--- src/cm_pkg.sv ---
`default_nettype none
package cm_pkg;
	// register byte offsets on the wishbone slave
	localparam logic [7:0] ADDR_OFS = 8'h00;
	localparam logic [7:0] DATA_OFS = 8'h04;
	localparam logic [7:0] STAT_OFS = 8'h08;
	localparam logic [7:0] CTRL_OFS = 8'h0C;
	// memory address layout (14 bits, octal 00000-37777)
	localparam int ADDR_W = 14;
	localparam int STACK_BIT = 13;
	localparam int UPPER_BIT = 12;
	localparam int X_HI_POS = 9;
	localparam int X_LO_POS = 6;
	localparam int Y_HI_POS = 3;
	localparam int Y_LO_POS = 0;
	// word and card geometry
	localparam int WORD_W = 17;
	localparam int MODULES = 4;
	localparam int CARDS = 4;
	localparam int CARD_GATES = 32;
	// status and control field positions
	localparam int STAT_PG_POS = 0;
	localparam int STAT_SEL_POS = 1;
	localparam int CTRL_EN_POS = 0;
	// reset values
	localparam logic [ADDR_W-1:0] ADDR_RST = 14'h0000;
	localparam logic [WORD_W-1:0] DATA_RST = 17'h0_0000;
	localparam logic CTRL_EN_RST = 1'b0;
	// timing
	localparam int CLK_PERIOD_NS = 10;
	localparam int SENSE_PULSE_NS = 200;
	localparam int SENSE_PULSE_CYCLES = SENSE_PULSE_NS / CLK_PERIOD_NS;
	typedef logic [WORD_W-1:0] cm_word_type;
endpackage
`default_nettype wire

--- src/cm_gate_if.sv ---
`timescale 1ns/1ns
`default_nettype none
interface cm_gate_if;
	logic [2:0] upper_octal_digit;
	logic [2:0] lower_octal_digit;
	logic drv_rd_en;
	logic drv_wr_en;
	logic sw_rd_en;
	logic sw_wr_en;
	logic swap;
	logic [7:0] drv_a;
	logic [7:0] drv_b;
	logic [7:0] sw_a;
	logic [7:0] sw_b;
	modport ctl(output upper_octal_digit, lower_octal_digit, drv_rd_en,
		drv_wr_en, sw_rd_en, sw_wr_en, swap,
		input drv_a, drv_b, sw_a, sw_b);
	modport dec(input upper_octal_digit, lower_octal_digit, drv_rd_en,
		drv_wr_en, sw_rd_en, sw_wr_en, swap,
		output drv_a, drv_b, sw_a, sw_b);
endinterface
`default_nettype wire

--- src/cm_gate_decode.sv ---
`timescale 1ns/1ns
`default_nettype none
module cm_gate_decode (
	cm_gate_if.dec g
);
	// gate b reads and gate a writes, unless swap turns the pair round
	genvar i;
	generate
		for (i = 0; i < 8; i++) begin : g_digit
			wire hit_hi = g.upper_octal_digit == 3'(i);
			wire hit_lo = g.lower_octal_digit == 3'(i);
			assign g.drv_b[i] = hit_hi & (g.swap ? g.drv_wr_en : g.drv_rd_en);
			assign g.drv_a[i] = hit_hi & (g.swap ? g.drv_rd_en : g.drv_wr_en);
			assign g.sw_b[i] = hit_lo & (g.swap ? g.sw_wr_en : g.sw_rd_en);
			assign g.sw_a[i] = hit_lo & (g.swap ? g.sw_rd_en : g.sw_wr_en);
		end
	endgenerate
endmodule
`default_nettype wire

--- src/cm_inhibit_bank.sv ---
`timescale 1ns/1ns
`default_nettype none
module cm_inhibit_bank (
	input wire logic inhibit_window_pulse,
	input wire logic module_sel,
	input wire cm_pkg::cm_word_type data,
	output logic [cm_pkg::WORD_W-1:0] drive
);
	wire gated_pulse = inhibit_window_pulse & module_sel;
	genvar b;
	generate
		for (b = 0; b < cm_pkg::WORD_W; b++) begin : g_bit
			// a zero bit holds its core out of the one state
			assign drive[b] = gated_pulse & ~data[b];
		end
	endgenerate
endmodule
`default_nettype wire

--- src/cm_select_inhibit.sv ---
// Decided for this implementation: register access over Wishbone and the register addresses.
`timescale 1ns/1ns
`default_nettype none
module cm_select_inhibit (
	input wire logic sys_clk,
	input wire logic rst,
	input wire logic ce,
	input wire logic wb_cyc_i,
	input wire logic wb_stb_i,
	input wire logic wb_we_i,
	input wire logic [7:0] wb_adr_i,
	input wire logic [3:0] wb_sel_i,
	input wire logic [31:0] wb_dat_i,
	output logic [31:0] wb_dat_o,
	output logic wb_ack_o,
	input wire logic power_good_gate,
	input wire logic read_drive_pulse,
	input wire logic inhibit_window_pulse,
	input wire logic write_switch_pulse,
	input wire logic sense_load_strobe,
	input wire logic [67:0] sense_in,
	output logic [31:0] y_select_card_stack0,
	output logic [31:0] x_select_card_stack0,
	output logic [31:0] y_select_card_stack1,
	output logic [31:0] x_select_card_stack1,
	output logic module_sel_s0_low,
	output logic module_sel_s0_high,
	output logic module_sel_s1_low,
	output logic module_sel_s1_high,
	output logic [67:0] inhibit_drive
);
	localparam int SENSE_ALL = cm_pkg::MODULES * cm_pkg::WORD_W;

	logic [cm_pkg::ADDR_W-1:0] mem_addr;
	cm_pkg::cm_word_type mem_data;
	logic gate_enable;
	logic pg_s1, pg_s2, pg_s3, pg_ok;
	logic [SENSE_ALL-1:0] sn_s1, sn_s2, sn_s3, sense_state;
	logic [cm_pkg::CARD_GATES-1:0] card_gate [cm_pkg::CARDS];
	logic [3:0] mod_sel;
	logic [SENSE_ALL-1:0] inh_q;

	// ---------------- wishbone slave ----------------
	wire wb_req = wb_cyc_i & wb_stb_i & ~wb_ack_o;
	wire wb_wr = wb_req & wb_we_i;
	wire hit_addr = wb_adr_i == cm_pkg::ADDR_OFS;
	wire hit_data = wb_adr_i == cm_pkg::DATA_OFS;
	wire hit_stat = wb_adr_i == cm_pkg::STAT_OFS;
	wire hit_ctrl = wb_adr_i == cm_pkg::CTRL_OFS;

	function automatic logic [31:0] merge(input logic [31:0] old,
		input logic [31:0] wd, input logic [3:0] sel);
		logic [31:0] r;
		r = old;
		for (int k = 0; k < 4; k++) begin
			if (sel[k]) begin
				r[k*8 +: 8] = wd[k*8 +: 8];
			end
		end
		return r;
	endfunction

	wire [31:0] addr_word = {18'h0_0000, mem_addr};
	wire [31:0] data_word = {15'h0000, mem_data};
	wire [31:0] stat_word = {27'h000_0000, mod_sel, pg_ok};
	wire [31:0] ctrl_word = {31'h0000_0000, gate_enable};
	wire [31:0] addr_merged = merge(addr_word, wb_dat_i, wb_sel_i);
	wire [31:0] data_merged = merge(data_word, wb_dat_i, wb_sel_i);
	wire [31:0] ctrl_merged = merge(ctrl_word, wb_dat_i, wb_sel_i);
	// unmapped offsets read zero and still get an ack
	wire [31:0] next_rdata = hit_addr ? addr_word :
		hit_data ? data_word :
		hit_stat ? stat_word :
		hit_ctrl ? ctrl_word : 32'h0000_0000;

	always_ff @(posedge sys_clk or posedge rst) begin
		if (rst) begin
			wb_ack_o <= 1'b0;
			wb_dat_o <= 32'h0000_0000;
		end else if (ce) begin
			wb_ack_o <= wb_req;
			wb_dat_o <= wb_req ? next_rdata : 32'h0000_0000;
		end
	end

	always_ff @(posedge sys_clk or posedge rst) begin
		if (rst) begin
			mem_addr <= cm_pkg::ADDR_RST;
			gate_enable <= cm_pkg::CTRL_EN_RST;
		end else if (ce && wb_wr) begin
			if (hit_addr) begin
				mem_addr <= addr_merged[cm_pkg::ADDR_W-1:0];
			end
			if (hit_ctrl) begin
				gate_enable <= ctrl_merged[cm_pkg::CTRL_EN_POS];
			end
		end
	end

	// ---------------- input synchronisers ----------------
	// power good and sense lines come from analog cards, not this clock
	always_ff @(posedge sys_clk or posedge rst) begin
		if (rst) begin
			pg_s1 <= 1'b0;
			pg_s2 <= 1'b0;
			pg_s3 <= 1'b0;
			sn_s1 <= '0;
			sn_s2 <= '0;
			sn_s3 <= '0;
		end else if (ce) begin
			pg_s1 <= power_good_gate;
			pg_s2 <= pg_s1;
			pg_s3 <= pg_s2;
			sn_s1 <= sense_in;
			sn_s2 <= sn_s1;
			sn_s3 <= sn_s2;
		end
	end

	// a change is taken once the second and third stages agree
	wire next_pg = (pg_s2 & pg_s3) | (pg_ok & (pg_s2 | pg_s3));
	wire [SENSE_ALL-1:0] next_sense = (sn_s2 & sn_s3) |
		(sense_state & (sn_s2 | sn_s3));

	always_ff @(posedge sys_clk or posedge rst) begin
		if (rst) begin
			pg_ok <= 1'b0;
			sense_state <= '0;
		end else if (ce) begin
			// no hold-off is added on loss: gates follow pg_ok and gate_enable
			pg_ok <= next_pg;
			sense_state <= next_sense;
		end
	end

	// ---------------- address decode ----------------
	wire stack1 = mem_addr[cm_pkg::STACK_BIT];
	wire upper = mem_addr[cm_pkg::UPPER_BIT];
	wire [3:0] next_mod_sel = { stack1 & upper, stack1 & ~upper,
		~stack1 & upper, ~stack1 & ~upper};
	wire [1:0] mod_idx = {stack1, upper};
	wire [2:0] x_hi = mem_addr[cm_pkg::X_HI_POS +: 3];
	wire [2:0] x_lo = mem_addr[cm_pkg::X_LO_POS +: 3];
	wire [2:0] y_hi = mem_addr[cm_pkg::Y_HI_POS +: 3];
	wire [2:0] y_lo = mem_addr[cm_pkg::Y_LO_POS +: 3];
	wire drive_ok = pg_ok & gate_enable;

	genvar c;
	generate
		for (c = 0; c < cm_pkg::CARDS; c++) begin : g_card
			// cards 0/1 are Y/X of stack 0, cards 2/3 Y/X of stack 1
			localparam bit IS_X = (c % 2) == 1;
			localparam bit STK = c >= 2;
			cm_gate_if gi();
			wire active = drive_ok & (stack1 == STK);
			assign gi.upper_octal_digit = IS_X ? x_hi : y_hi;
			assign gi.lower_octal_digit = IS_X ? x_lo : y_lo;
			assign gi.drv_rd_en = active & read_drive_pulse;
			// inhibit pulse re-selects the same driver for writing
			assign gi.drv_wr_en = active & inhibit_window_pulse;
			assign gi.sw_rd_en = active & read_drive_pulse;
			assign gi.sw_wr_en = active & write_switch_pulse;
			assign gi.swap = IS_X & upper;
			cm_gate_decode u_dec (
				.g(gi)
			);
			wire [cm_pkg::CARD_GATES-1:0] next_gate = {gi.sw_a, gi.sw_b,
				gi.drv_a, gi.drv_b};
			always_ff @(posedge sys_clk or posedge rst) begin
				if (rst) begin
					card_gate[c] <= '0;
				end else if (ce) begin
					card_gate[c] <= next_gate;
				end
			end
		end
	endgenerate

	assign y_select_card_stack0 = card_gate[0];
	assign x_select_card_stack0 = card_gate[1];
	assign y_select_card_stack1 = card_gate[2];
	assign x_select_card_stack1 = card_gate[3];

	always_ff @(posedge sys_clk or posedge rst) begin
		if (rst) begin
			mod_sel <= 4'h0;
		end else if (ce) begin
			mod_sel <= next_mod_sel;
		end
	end
	assign module_sel_s0_low = mod_sel[0];
	assign module_sel_s0_high = mod_sel[1];
	assign module_sel_s1_low = mod_sel[2];
	assign module_sel_s1_high = mod_sel[3];

	// ---------------- data register ----------------
	// strobe wins over a software write in the same cycle
	wire [cm_pkg::WORD_W-1:0] sensed = sense_state[mod_idx*cm_pkg::WORD_W +:
		cm_pkg::WORD_W];
	always_ff @(posedge sys_clk or posedge rst) begin
		if (rst) begin
			mem_data <= cm_pkg::DATA_RST;
		end else if (ce) begin
			if (sense_load_strobe) begin
				mem_data <= sensed;
			end else if (wb_wr && hit_data) begin
				mem_data <= data_merged[cm_pkg::WORD_W-1:0];
			end
		end
	end

	// ---------------- inhibit drivers ----------------
	generate
		for (c = 0; c < cm_pkg::MODULES; c++) begin : g_inh
			logic [cm_pkg::WORD_W-1:0] drv;
			cm_inhibit_bank u_inh (
				.inhibit_window_pulse(inhibit_window_pulse),
				.module_sel(next_mod_sel[c]),
				.data(mem_data),
				.drive(drv)
			);
			always_ff @(posedge sys_clk or posedge rst) begin
				if (rst) begin
					inh_q[c*cm_pkg::WORD_W +: cm_pkg::WORD_W] <= '0;
				end else if (ce) begin
					inh_q[c*cm_pkg::WORD_W +: cm_pkg::WORD_W] <= drv;
				end
			end
		end
	endgenerate
	assign inhibit_drive = inh_q;
endmodule
`default_nettype wire

--- config.mk ---
export PLATFORM = sky130hd
export DESIGN_NAME = cm_select_inhibit
export DESIGN_NICKNAME = d
export VERILOG_FILES = /design/src/cm_pkg.sv /design/src/cm_gate_if.sv /design/src/cm_gate_decode.sv /design/src/cm_inhibit_bank.sv /design/src/cm_select_inhibit.sv
export SDC_FILE = /design/constraint.sdc
export NUM_CORES = 1
export LEC_CHECK = 0
export ABC_AREA = 1
export ABC_CLOCK_PERIOD_IN_PS = 22400
export BUFFER_PORTS_ARGS = -buffer_cell sky130_fd_sc_hd__buf_2
export CAP_MARGIN = 20
export CORE_ASPECT_RATIO = 1.4
export CORE_MARGIN = 2
export CORE_UTILIZATION = 55
export DETAILED_ROUTE_END_ITERATION = 8
export GPL_TIMING_DRIVEN = 0
export PLACE_DENSITY_LB_ADDON = 0.15
export SYNTH_ARGS = -nofsm -noshare
export SYNTH_HDL_FRONTEND = slang
export SYNTH_SLANG_ARGS = --single-unit
export TNS_END_PERCENT = 10
--- constraint.sdc ---
create_clock -name sys_clk -period 22.4 [get_ports sys_clk]
set_input_delay 4.48 -clock sys_clk [delete_from_list [all_inputs] [get_ports sys_clk]]
set_output_delay 4.48 -clock sys_clk [all_outputs]
set_load 0.01 [all_outputs]
---- Word-level counts from Yosys, hierarchy flattened ----
Index checks and enable logic that the tools add are counted.
cells by class
  $mul .................................... 1
  eq/ne operators ......................... 31
  shifts and indexed selects .............. 1
  mux-type cells .......................... 18
  bitwise operators ....................... 244
  reduce and logical (&&, ||, !) cells .... 17
operator list
  cell                                                                count
  1-bit bitwise AND                                                   218
  68-bit bitwise AND                                                  2
  68-bit OR                                                           2
  17-bit two-way mux                                                  5
  68-bit by 8-bit variable part select with 17-bit output             1
  3-bit == test, second input constant                                16
  3-bit by 2-bit == test with 1-bit output, second input constant     8
  1-bit inverter                                                      20
  3-bit AND reduction                                                 6
  8-bit by 4-bit == test with 1-bit output, second input constant     2
  8-bit two-way mux                                                   2
  3-bit by 1-bit == test with 1-bit output, second input constant     4
  3-bit zero test                                                     4
  1-bit two-way mux                                                   10
  8-bit by 3-bit == test with 1-bit output, second input constant     1
  8-bit zero test                                                     1
  2-bit nonzero test                                                  4
  2-bit by 5-bit multiplier with 7-bit output, second input constant  1
  5-bit two-way mux                                                   1
  1-bit logical AND                                                   2
  1-bit OR                                                            2
storage, ports and cells
  register bits after elaboration ......... 541
  bits of input ports ..................... 123
  output and inout bits ................... 233
  logic and storage cells ................. 337

---- Longest topological paths before layout ----
Gate-level depths: netlist of the first run.
  word-level depth ........................ 6
  depth in mapped cells ................... 11
  depth with buffers taken out ............ 9

---- By module ----
From an unflattened synthesis of the first run, not the netlist that was laid out.
second synthesis, totals
  cell total of the unflattened synthesis .. 2841
  area, all modules ....................... 22794.4 µm²
modules (own cells, without submodules)
  module             instances  cells an instance  area an instance (µm²)  sequential area each (µm²)
  cm_select_inhibit  1          2473               21152.8                 13162.6
  cm_gate_decode     4          73                 299.0                   0.0
  cm_inhibit_bank    4          19                 111.4                   0.0

---- Worst setup path before layout of the first run ----
OpenSTA, ideal clock, no wires.
  path kind ............................... input port to flip-flop
  start point ............................. input port wb_adr_i[5]
  end point ............................... register mem_addr[13] (netlist bit)
  setup time .............................. 0.137 ns
  arrival time ............................ 5.318 ns
  required time ........................... 22.263 ns
  setup slack ............................. 16.945 ns
  cell stages on the path ................. 7
  buffers on the path ..................... 1
  path through ............................ nor2_1 -> nand2_2 -> nor2_4 -> nand3_2 -> buf_2 -> nor2_1 -> a21oi_1
between the ends
  longest elaborated chain between the ends .. 2
ends and longest elaborated chain
  item                           line                     text
  start, declared                cm_select_inhibit.sv:11  input wire logic [7:0] wb_adr_i,
  8-bit zero test                cm_select_inhibit.sv:46  wire hit_addr = wb_adr_i == cm_pkg::ADDR_OFS;
  3-bit AND reduction (no line)  --
  end signal, assigned           cm_select_inhibit.sv:88  mem_addr <= cm_pkg::ADDR_RST;
  end signal, assigned           cm_select_inhibit.sv:92  mem_addr <= addr_merged[cm_pkg::ADDR_W-1:0];
  end, declared                  cm_select_inhibit.sv:34  logic [cm_pkg::ADDR_W-1:0] mem_addr;
Every way passes these cells.
A chain may end at the register's enable or synchronous reset.

==> run_results.csv, run 1 <==
group,metric,value,unit
cts,post_cts_buffers,0,
cts,cts_hold_repair.buffers,0,
synthesis,ys_seq_area_share,61.8,%
detailed_routing,drt-vias-per-instance,5.36,
final_layout,fin_cells,3329,
synthesis,yosys_warnings,0,
synthesis,yosysMostFrequentCell,"nand2_1",
final_layout,design_area,25200,sq um
synthesis,async_reset_ff_share,100,%
synthesis,yosysUniqueCellTypes,31,
floorplanning,ios,356,
setup_path,crit_path_max_fanout,10,
setup_path,criticalPathCategory,"in2reg",
synthesis,synth_top_cell_by_area,"dfrtp_1",
global_route,track_usage,29.8,%
synthesis,synth_cells,2419,
timing,fin_skew,11.1,ps
final_layout,area_growth,18.4,%
power,p_leak,13.6,nW
placement,portBuffers,324,
detailed_routing,wl_per_cell,17.9,microns
placement,placed_area,23700,sq um
synthesis,synth_ff_type,"dfrtp_1",
detailed_routing,routed_wl,59.7,mm
global_route,antenna_found_initial,3,
synthesis,synth.top_cell.area_share,61.8,%
global_route,grt_pass1_wl,93.2,mm
timing,min_period,5740,ps
timing,rsz0062_at_grt,"no",
cts,htree_levels,2,
cts,cts.sinks,526,
cts,clockRootBuffer,"clkbuf_16",
timing,hold_viol_final,0,
floorplanning,die_w,170,microns
detailed_routing,vias,17900,
cts,cts_buffers,48,
timing,drv_slew,0,
setup_path,critPathCaptureType,"flop",
placement,dpl.hpwl,44.1,mm
final_layout,finalCoreUtilization,65.8,%
synthesis,synth_common_cells,"nand2_1 (1070), dfrtp_1 (526), o21ai_0 (336)",
cts,ctsResizeCount,0,
status,run_status,"finished clean",
timing,maxSlewHeadroom,43.0,%
timing,fin_crit_sh,25.6,%
final_layout,n_fill_cell,3247,
job,cap_violations,0,
hold_path,hp-class,"reg2reg",
floorplanning,core,38300,sq um
setup_path,start_kind,"primary input",
floorplanning,die-area,40300,sq um
timing,worstMarginPinSlew,855,ps
synthesis,ys_ff_latch,526,
power,vdd.ir_drop.worst,0.0000609,V
cts,cts_tree,"yes",
floorplanning,start_util,55.6,%
global_route,grt_pass1_vias,17400,
detailed_routing,drc,0,
cts,clock_latency,570,ps
final_layout,fin_nets,2934,
global_route,overflow,0,
setup_path,crit_required,22880,ps
synthesis,synth_area_per_cell,8.80,sq um
global_route,grt_max_degree,139,
placement,place_inst,3239,
timing,setup_viol,0,
cts,clkTransAtPathRegs,60,ps
detailed_routing,ant_nets,0,
detailed_routing,drtIter0Drc,1605,
synthesis,synth-edff-count,0,
synthesis,synthTopCellsByArea,"dfrtp_1 (62%), nand2_1 (19%), o21ai_0 (7.9%)",
power,power_density,82.5,nW/um^2
timing,fmax,0.174,GHz
floorplanning,rows,85,
synthesis,syn_area,21300,sq um
cts,cts_buffer_depth,3,
final_layout,drive_above_1_share,18.6,%
setup_path,worstPathArrival,6220,ps
placement,gp_congestion,0.909,
detailed_routing,first_pass_iters,6,
floorplanning,die_h,237,microns
-- state kept, by name, summed over array words and instances (netlist names), 32 cells and up --
name,cells
y_select_card_stack0,32
x_select_card_stack1,32
sn_s1,68
sn_s2,68
x_select_card_stack0,32
y_select_card_stack1,32
inhibit_drive,68
sn_s3,68
sense_state,68
-- cell type report --
class	count	area, sq um	share of cell area (%)
Antenna cell	8	20.0	0.0794
Buffer	128	673	2.67
Clock buffer	73	1450	5.74
Clock inverter	9	70.1	0.278
Inverter	85	329	1.31
Multi-Input combinational cell	1694	7180	28.5
Sequential cell	526	13200	52.2
Tap cell	478	598	2.37
Timing Repair Buffer	328	1730	6.87
-- layer usage --
metal,GRT usage [%],routed length (microns)
met5,0,11
met4,15.9,3500
met1,37.4,23200
met3,4.50,3780
met2,50.1,29200
-- worst max-delay path, cell delays in order --
cell      delay (ps)
buf_2            140
inv_2             70
buf_6            170
clkbuf_1         670
buf_2            480
nand2_1          100
o21ai_1           90
-- layout by cell type, fill, tap and decap left out, types with 2 or more instances in the layout --
cell type and count:
buf_6 5, o211ai_1 12, inv_2 5, diode_2 8, buf_16 4, clkbuf_1 44, clkbuf_16 49, buf_4 19
o21a_2 2, o21ai_0 336, buf_2 391, nand3_1 30, dfrtp_1 526, nand2_2 9, nor2_2 7, buf_1 4
or2_1 17, o21ai_1 68, o21ai_4 2, nand2_4 2, nand2_1 1070, clkinv_2 8, clkbuf_8 13, inv_1 77
nor2_4 3, nor2_1 94, or2_2 3, a21oi_1 18, conb_1 15, nand3_2 2
-- per-stage QoR --
stage                     power, W  TNS (ps)  hold WS [ps]  setup WS [ps]
final                      0.00208         0           470          16660
after global routing       0.00216         0           487          16670
after CTS                  0.00209         0           473          16750
after detailed placement   0.00129         0           459          16140
after global placement     0.00128   -749320           459          -1470
after floorplan            0.00121         0           442           3220
-- cell families after synthesis --
logic type,Yosys count,share of synthesized area (%)
AOI/OAI and AO/OA,439,10.6
and+or+nand+nor,1240,22.8
buffers and inverters,213,4.67
other,1,0.0176
DFF,526,61.8
-- worst paths after layout --
| kind | startpoint | to | slack [ps] | depth (start not counted) |
|---|---|---|---|---|
| setup / recovery | ce | inhibit_drive[50]$_DFFE_PP0P_ | 16660 | 7 |
| hold / removal | sn_s1[55]$_DFFE_PP0P_ | sn_s1[55]$_DFFE_PP0P_ | 470 | 2 |
| setup reg to reg | mem_addr[12]$_DFFE_PP0P_ | inhibit_drive[24]$_DFFE_PP0P_ | 20620 | 6 |
| hold reg to reg | sn_s1[55]$_DFFE_PP0P_ | sn_s1[55]$_DFFE_PP0P_ | 470 | 2 |
| max in group asynchronous | rst | sn_s1[42]$_DFFE_PP0P_ | 17060 | 4 |
| min in group asynchronous | rst | y_select_card_stack0[24]$_DFFE_PP0P_ | 3860 | 2 |
-- power by group --
group | total [W] | internal [W] | switching [W]
registers | 0.00108 | 0.00103 | 0.0000574
logic | 0.000197 | 0.0000666 | 0.000131
clock network | 0.000799 | 0.000454 | 0.000345
total | 0.00208 | 0.00155 | 0.000533
Power figures use the tool's default switching activity.
==> run 2, diff against run 1 <==
ABC_CLOCK_PERIOD_IN_PS = 5900   (was 22400)
clock period = 5.9 ns   (was 22.4 ns; I/O delays follow)
==> run 2 against run 1 <==
  * Critical path type is now in2async
  * Sequential cell count unchanged
  * Clock power grew to 4.2 times the previous value
  * Cell area is 1.2% higher
  * Global-route usage up 0.49 points
  * Register-to-register slack got worse by 16000 ps
  * Setup slack got worse by 13000 ps
==> run_results.csv, run 2 (synthesis results as in run 1) <==
group,metric,value,unit
timing,fin_skew,18.5,ps
setup_path,slowest_stage,"clkinvlp_4",
detailed_routing,routed.top_layer,"met5",
setup_path,crit_required,6660,ps
power,vdd.ir_drop.worst,0.000227,V
setup_path,start_kind,"primary input",
final_layout,fin_cells,3338,
global_route,grt_pass1_wl,94.9,mm
cts,clock_latency,570,ps
cts,ctsResizeCount,0,
detailed_routing,drc,0,
timing,min_period,2390,ps
cts,cts_hold_repair.buffers,0,
final_layout,drive_above_1_share,19.2,%
power,pwr-share-comb,9.3,%
setup_path,criticalPathCategory,"in2async",
status,run_status,"finished clean",
timing,fin_crit_sh,40.5,%
global_route,grt_pass1_vias,17800,
power,clkPwrFrac,40.5,%
timing,maxSlewHeadroom,53.2,%
global_route,antenna_found_initial,4,
placement,place_inst,3249,
final_layout,n_fill_cell,3222,
power,p_leak,13.7,nW
power,fin_total_pwr,0.00819,W
cts,clockRootBuffer,"clkbuf_16",
power,power.internal,0.00611,W
detailed_routing,vias,18000,
final_layout,finalCoreUtilization,66.7,%
setup_path,path_cells,"buf_2, clkinvlp_4, buf_12, buf_12, buf_12, buf_12, buf_12",
final_layout,fin_nets,2944,
detailed_routing,ant_nets,0,
floorplanning,core,38300,sq um
final_layout,area_growth,19.9,%
floorplanning,start_util,55.6,%
power,switching_share,25.4,%
global_route,grt_max_degree,46,
placement,portBuffers,324,
setup_path,setup.worst_path.start,"rst",
timing,setup_viol,0,
placement,placed_area,23800,sq um
detailed_routing,route.met3.wl,3.41,mm
floorplanning,ios,356,
setup_path,crit_path_max_fanout,43,
timing,drv_slew,0,
detailed_routing,first_pass_iters,7,
setup_path,regToRegSetupSlack,4190,ps
cts,cts_buffers,48,
setup_path,crit_top_cell,"buf_12",
job,cap_violations,0,
hold_path,whs_path_depth,2,
floorplanning,die_h,237,microns
hold_path,hold_start,"sn_s1[57]$_DFFE_PP0P_",
timing,worstMarginPinSlew,700,ps
detailed_routing,met2_length,29.7,mm
setup_path,critPathCaptureType,"async pin",
setup_path,reg2reg_to,"inhibit_drive[22]$_DFFE_PP0P_",
hold_path,hp-class,"reg2reg",
global_route,track_usage,30.3,%
detailed_routing,wl_met1,23.5,mm
final_layout,design_area,25500,sq um
timing,timing.setup.tns,0,ps
final_layout,most-common-layout-cells,"nand2_1 (1070), dfrtp_1 (526), buf_2 (391)",
detailed_routing,routed_wl,60.3,mm
cts,cts_buffer_depth,3,
floorplanning,die_w,170,microns
timing,fmax,0.419,GHz
detailed_routing,drt-vias-per-instance,5.38,
power,power_density,321,nW/um^2
hold_path,hold_path_end,"sn_s2[57]$_DFFE_PP0P_",
detailed_routing,drtIter0Drc,1355,
cts,cts_tree,"yes",
cts,htree_levels,2,
placement,gp_congestion,0.908,
setup_path,max_stage_delay,460,ps
setup_path,worst-r2r-cell-count,6,
cts,post_cts_buffers,0,
floorplanning,rows,85,
detailed_routing,wl_per_cell,18.1,microns
power,power_switching,0.00208,W
global_route,overflow,0,
placement,dpl.hpwl,45.0,mm
setup_path,worstPathArrival,3150,ps
cts,cts.sinks,526,
floorplanning,die-area,40300,sq um
cts,clkTransAtPathRegs,70,ps
timing,rsz0062_at_grt,"no",
setup_path,r2r_start,"mem_addr[12]$_DFFE_PP0P_",
timing,hold_viol_final,0,
final_layout,final_common_cell,"nand2_1",
power,p_seq_share,50.1,%
-- run 2: stage by stage --
| step | worst slack [ps] | hold slack [ps] |
|---|---|---|
| 2_1_floorplan | -2430 | 442 |
| 3_3_place_gp | -4970 | 457 |
| 3_5_place_dp | 2830 | 459 |
| 4_1_cts | 3420 | 470 |
| 5_1_grt | 3230 | 485 |
| 6_report | 3510 | 466 |
-- run 2: power by group through the flow --
stage                     combinational, W  clock [W]  sequential (W)
after floorplan                   0.000489          0         0.00411
after global placement            0.000713          0         0.00416
after detailed placement          0.000762          0         0.00417
after CTS                         0.000771    0.00335         0.00410
after global routing              0.000875    0.00350         0.00414
final                             0.000765    0.00332         0.00411
-- run 2: worst max path at each step --
stage	to	slack, ps	cells past startpoint
after CTS	sense_state[45]$_DFFE_PP0P_	3420	7
final	sense_state[45]$_DFFE_PP0P_	3510	7
after detailed placement	sn_s3[44]$_DFFE_PP0P_	2830	7
after global placement	inhibit_drive[28]$_DFFE_PP0P_	-4970	2
after global routing	sense_state[45]$_DFFE_PP0P_	3230	7
after floorplan	gate_enable$_DFFE_PP0P_	-2430	1
-- run 2: metal layers --
metal,vias up,GRT usage (%)
met5,-,0
met4,2,16.7
met3,175,3.68
met2,674,51.1
met1,8655,38.1
li1,8456,-
-- run 2: worst max-delay path, delay by kind of cell --
kind / cells / cell delay (ps)
buffers and inverters: 7 / 1910
-- run 2: layout make-up --
class | instances | area [sq um] | area share [%]
Antenna cell | 4 | 10.0 | 0.0392
Buffer | 128 | 673 | 2.64
Clock buffer | 61 | 1340 | 5.26
Clock inverter | 24 | 332 | 1.30
Inverter | 85 | 325 | 1.27
Multi-Input combinational cell | 1694 | 7180 | 28.1
Sequential cell | 526 | 13200 | 51.6
Tap cell | 478 | 598 | 2.34
Timing Repair Buffer | 338 | 1900 | 7.45
